File: src/cdb_byte_store.sv
/*
  one byte slot of the command block store.
  assumes: single clock, async active-low reset.
*/
`timescale 1ns/100ps

module cdb_byte_store #(
  parameter logic [3:0] SLOT = 4'h0
) (
  input  wire logic       i_ref_clk,
  input  wire logic       i_nrst,
  input  wire logic       i_clear,
  input  wire logic       i_we,
  input  wire logic [3:0] i_index,
  input  wire logic [7:0] i_data,
  output logic      [7:0] o_byte
);

  logic [7:0] next_byte;

  always_comb begin
    next_byte = o_byte;
    if (i_clear) begin
      next_byte = 8'h00;
    end
    else if (i_we && (i_index == SLOT)) begin
      next_byte = i_data;
    end
  end

  always_ff @(posedge i_ref_clk or negedge i_nrst) begin
    if (!i_nrst) begin
      o_byte <= 8'h00;
    end
    else begin
      o_byte <= next_byte;
    end
  end

endmodule // cdb_byte_store

File: config.mk
export PLATFORM = sky130hd
export DESIGN_NAME = cdb_byte_store
export DESIGN_NICKNAME = d
export VERILOG_FILES = /design/src/cdb_byte_store.sv
export SDC_FILE = /design/constraint.sdc
export NUM_CORES = 1
export LEC_CHECK = 0
export BUFFER_PORTS_ARGS = -buffer_cell sky130_fd_sc_hd__buf_2
export CORE_AREA = 10 10 47 49
export DETAILED_ROUTE_END_ITERATION = 12
export DIE_AREA = 0 0 57 59
export PLACE_DENSITY = 0.64
export RECOVER_POWER = 50
export SETUP_SLACK_MARGIN = 0.2
export SYNTH_ARGS = -nofsm -noshare
export SYNTH_HDL_FRONTEND = slang
export SYNTH_SLANG_ARGS = --single-unit
File: constraint.sdc
create_clock -name i_ref_clk -period 1.4 [get_ports i_ref_clk]
set_clock_uncertainty 0.05 [all_clocks]
set_input_delay 0.28 -clock i_ref_clk [delete_from_list [all_inputs] [get_ports i_ref_clk]]
set_output_delay 0.28 -clock i_ref_clk [all_outputs]
set_load 0.03 [all_outputs]
==> reports/summary.txt, run 1 <==
Status -> complete, no violations
Die H -> 59 um
Leak Pwr -> 0.267 nW
Final core occ -> 36.2%
Die area -> 3360 um2
Avg Cell Area, Syn -> 16.1 um2
Core ar. -> 1400 um2
Critical path arrival -> 1350 ps
CTS Sinks -> 8
Aggregate global-route resource usage -> 5.73%
Root Driver -> clkbuf_4
First-pass GRT wire length -> 1520 um
Most flops, register -> o_byte
Clk Latency, worst-skew pair -> 240 ps
Area Growth Syn to Fin -> 57.6%
Relative slew margins -> 72.7%
Ant diodes -> 0
WS Path Type -> in2reg
Met3 usage in global routing -> 3.65%
Dominant cells by area after synthesis -> dfrtp_1, a22o_1, nor3_4, or4b_4, buf_6
Final setup fails -> 0
Hold Crit Class -> in2reg
CTS Buf Count -> 3
Post-Synthesis Cells -> 20
Max reg flops -> 8
Pint -> 360 uW
Routability cong. -> 0.604
Clock Power Share -> 36.6%
Setup TNS -> 0 ps
CP required -> 1480 ps
Cell taking the most area after synthesis -> dfrtp_1
Tmin final -> 1270 ps
Combinational share of power -> 11.7%
Critical Path Start Type -> input pin
IO Port Bufs -> 23
Post-synthesis register bit count -> 8
# H-tree levels -> 1
Detailed Route Iter0 Violations -> 2
# rows -> 14
Global-route met1 utilization -> 5.52%
DRC -> 0
P_sw -> 96.5 uW
Layout cells sized above 1 -> 54.2%
Sequential power share -> 51.7%
Drt pass-1 iters -> 2
RSZ-0062 raised after global routing -> yes
Filler cells -> 164
Hold Path Depth -> 2
Clk slew on worst S/H paths -> 50 ps
Hold Vio Cnt, Final -> 0
Antenna Violating Nets Remaining -> 0
CTS tree -> built
M2 GR Usage -> 9.77%
Ports -> 24
Net Sw Frac -> 21.1%
Slew @ Worst Pin -> 410 ps
Overall routed net length -> 949 um
Maximum VDD drop -> 0.000488 V
Mapped Area -> 322 um2
DR WL/cell -> 14.8 um
Pwr/cell area -> 900 nW/um2
Max FO, Critical Path -> 8
MaxCap Viol Count -> 0
Total grt overflow -> 0
Via Count -> 289
Final Cycle Share -> 90.5%
Register area share after synthesis -> 62.3%
Vias in the first global route -> 340
Synth top area share -> 62.3%
Synth warn -> 0
Final Cell Area -> 507 um2
Synthesized Nets -> 36
Most Used Layer, Global Route -> met2
Top flop regs -> o_byte: 8 flops
Placed Area -> 445 um2
Final layout net count -> 66
Crit end category -> flip-flop
Vias/cell -> 4.52
Synth unique cells -> 6
Die width -> 57 um
Slew Viols, Final -> 0
Max Clk Rate -> 0.789 GHz
Largest net degree at the start of global routing -> 9
Worst r2r path cells -> 1
Initial core utilization -> 22.9%
Initial antenna violation count -> 0
Clock Path Buffers -> 2
cell families (layout without fill, tap and decap cells):
kind of cell,Yosys count,count (layout),synth area share [%]
AOI/OAI and AO/OA,9,9,24.9
DFF,8,8,62.3
and+or+nand+nor,2,2,9.34
buffers and inverters,1,29,3.50
repair_timing:
| action | CTS | global route |
|---|---|---|
| hold endpoints to repair | 8 | 0 |
| endpoints found under the setup margin | 8 | 8 |
| gates cloned | 0 | 0 |
| buffers inserted | 2 | 0 |
| pin swaps | 8 | 1 |
| hold buffers | 1 | 0 |
| resized for setup | 5 | 0 |
placed cells by master (no fill, tap or decap):
cell type / instances
dfrtp_1: 8
nor3_4: 1
or4b_4: 1
clkbuf_4: 3
o21ba_4: 1
buf_6: 3
a22o_1: 8
dlygate4sd3_1: 1
buf_2: 17
clkbuf_1: 5
path summary, 6_finish.rpt:
path	start	to	slack, ps
hold reg to reg	o_byte[7]	o_byte[7]	450
max in group asynchronous	i_nrst	o_byte[4]	590
min in group asynchronous	i_nrst	o_byte[3]	430
setup / recovery	i_index[2]	o_byte[1]	130
setup reg to reg	o_byte[2]	o_byte[2]	660
hold / removal	i_data[0]	o_byte[0]	210
cells in the mapped netlist:
library cell  number
a22o_1             8
buf_6              1
o21ba_1            1
or4b_4             1
nor3_4             1
dfrtp_1            8
metrics by stage:
stage | worst slack (ps) | instances | power [mW] | hold slack, ps
2_1_floorplan | -63.1 | 20 | 0.259 | -65.6
3_5_place_dp | -209 | 58 | 0.288 | 79.3
5_1_grt | 105 | 64 | 0.480 | 202
4_1_cts | 114 | 64 | 0.464 | 202
6_report | 132 | 64 | 0.456 | 207
3_3_place_gp | -187 | 58 | 0.287 | 79.9
routing by layer:
metal | share of wire (%) | up-vias | routed length (um)
li1 | - | 138 | -
met1 | 40 | 140 | 380
met2 | 52 | 9 | 497
met3 | 6.5 | 2 | 62
met4 | 0.84 | 0 | 8
met5 | 0 | - | 0
critical path, stage by stage:
cell	delay, ps
buf_6	90
or4b_4	550
o21ba_4	250
a22o_1	180
cell type report:
class	instances	area, um2	area share, %
multi-input cells	11	116	23.0
well taps	16	20.0	3.95
repair buffers	26	148	29.1
flip-flops and latches	8	200	39.5
clock buffers	3	22.5	4.44
power groups by stage:
stage	registers, mW	clock network [mW]	logic [mW]
after global routing	0.236	0.186	0.0585
after global placement	0.240	0	0.0473
after detailed placement	0.240	0	0.0481
after floorplan	0.245	0	0.0138
final	0.236	0.167	0.0533
after CTS	0.236	0.173	0.0557
Power figures use the tool's default switching activity.
==> run 2, diff against run 1 <==
Clock period 1.4 ns to 1.2 ns, I/O delays scaled along.
==> reports/summary.txt, run 2 (synthesis gave the netlist of run 1 again) <==
Crit end category -> flip-flop
Critical Path Start Type -> input pin
Max reg flops -> 8
Most common cell after layout, fill and taps aside -> buf_2
Commonest cells after routing, fill and taps aside -> buf_2, buf_6, a22o_1, dfrtp_1, buf_4
Final layout net count -> 72
Relative slew margins -> 73.2%
Top flop regs -> o_byte: 8 flops
Fin cells -> 70
Overall routed net length -> 1060 um
CP required -> 1280 ps
Tmin final -> 1240 ps
# rows -> 14
Die width -> 57 um
Maximum VDD drop -> 0.000582 V
Crit-path max cell delay -> 550 ps
CTS tree -> built
IO Port Bufs -> 23
Max FO, Critical Path -> 8
CTS Sinks -> 8
Setup TNS -> -228 ps
Worst hold start -> i_data[0]
WHS -> 169 ps
Leak Pwr -> 0.322 nW
Critical path arrival -> 1320 ps
Area Growth Syn to Fin -> 88.7%
Hold Path End -> o_byte[0]
Crit path from -> i_index[2]
Vias in the first global route -> 347
Setup slack after layout -> -42.5 ps
Die H -> 59 um
Final Cycle Share -> 104%
MaxCap Viol Count -> 0
RSZ-0062 raised after global routing -> yes
Hold Vio Cnt, Final -> 0
R2R Setup Slk -> 210 ps
Clock Path Buffers -> 2
R2r startpoint -> o_byte[3]
Pwr/cell area -> 892 nW/um2
Routability cong. -> 0.604
First-pass GRT wire length -> 1590 um
Hold Path Depth -> 2
Layout cells sized above 1 -> 66.7%
Clk slew on worst S/H paths -> 50 ps
Most flops, register -> o_byte
Via Count -> 315
Ports -> 24
Final setup fails -> 8
Worst Path Buf+Inv -> 1
DR WL/cell -> 15.2 um
Status -> finished, violations left
Antenna Violating Nets Remaining -> 0
Drt pass-1 iters -> 2
# H-tree levels -> 1
Initial core utilization -> 22.9%
Root Driver -> clkbuf_4
DRC -> 0
Slew Viols, Final -> 0
Worst reg2reg path endpoint -> o_byte[3]
CTS Buf Count -> 3
Largest net degree at the start of global routing -> 9
Ant diodes -> 0
Clk Latency, worst-skew pair -> 240 ps
Filler cells -> 154
Slowest CP cell -> or4b_4
WS Path Type -> in2reg
Total grt overflow -> 0
Initial antenna violation count -> 0
Top Family by Delay on Critical Path -> simple AND/OR/NAND/NOR gates
Detailed Route Iter0 Violations -> 5
Slew @ Worst Pin -> 403 ps
Cells after DPL -> 58
Violated checks -> negative setup slack
Die area -> 3360 um2
Aggregate global-route resource usage -> 6.12%
Worst r2r path cells -> 3
Crit-path cells -> buf_6 > or4b_4 > o21ba_4 > a22o_1
Vias/cell -> 4.50
Max Clk Rate -> 0.805 GHz
Core ar. -> 1400 um2
Hold Crit Class -> in2reg
-- run 2: changes by cell type in the layout (fill, tap and decap cells not counted) --
cell and delta:
buf_2 -4, buf_6 +8, clkbuf_1 -4, buf_4 +6
-- run 2: what timing repair did --
action | in CTS | in global routing
setup endpoints to repair | 16 | 16
resized for setup | 21 | 0
pin swaps | 9 | 1
endpoints found under the hold margin | 8 | 0
buffers inserted | 6 | 2
hold buffers | 1 | 0
-- run 2: power by group --
| group | leakage, nW | internal (mW) | switching (mW) |
|---|---|---|---|
| Combinational | 0.197 | 0.0397 | 0.0314 |
| Sequential | 0.111 | 0.273 | 0.00246 |
| Clock | 0.0138 | 0.114 | 0.0808 |
-- run 2: metrics by stage --
step | power, mW | util (%) | worst slack [ps] | cell area, um2
2_1_floorplan | 0.302 | - | -223 | 322
3_3_place_gp | 0.335 | 31.8 | -347 | 445
3_5_place_dp | 0.336 | 31.8 | -369 | 445
4_1_cts | 0.549 | 42.3 | -46.0 | 593
5_1_grt | 0.570 | 43.3 | -52.2 | 607
6_report | 0.542 | 43.3 | -42.5 | 607
-- run 2: worst max path at each step --
| stage | to | slack, ps | cells past startpoint |
|---|---|---|---|
| 6_report | o_byte[4] | -40 | 4 |
| 5_1_grt | o_byte[4] | -50 | 4 |
| 4_1_cts | o_byte[4] | -50 | 5 |
| 3_5_place_dp | o_byte[0] | -370 | 4 |
| 3_3_place_gp | o_byte[4] | -350 | 4 |
| 2_1_floorplan | o_byte[0] | -220 | 4 |
-- run 2: area by class of cell --
| cell class | count | area, um2 | area share (%) |
|---|---|---|---|
| clock buffer | 3 | 22.5 | 3.71 |
| multi-input combinational | 11 | 116 | 19.2 |
| sequential | 8 | 200 | 33.0 |
| tap | 16 | 20.0 | 3.30 |
| timing repair buffer | 32 | 248 | 40.8 |
-- run 2: metal layers --
layer | track usage [%] | up-vias | wire length, um
met1 | 5.40 | 151 | 353
met4 | 2.01 | 0 | 8
met2 | 10.5 | 11 | 592
li1 | - | 151 | -
met3 | 4.72 | 2 | 109
met5 | 0 | - | 0
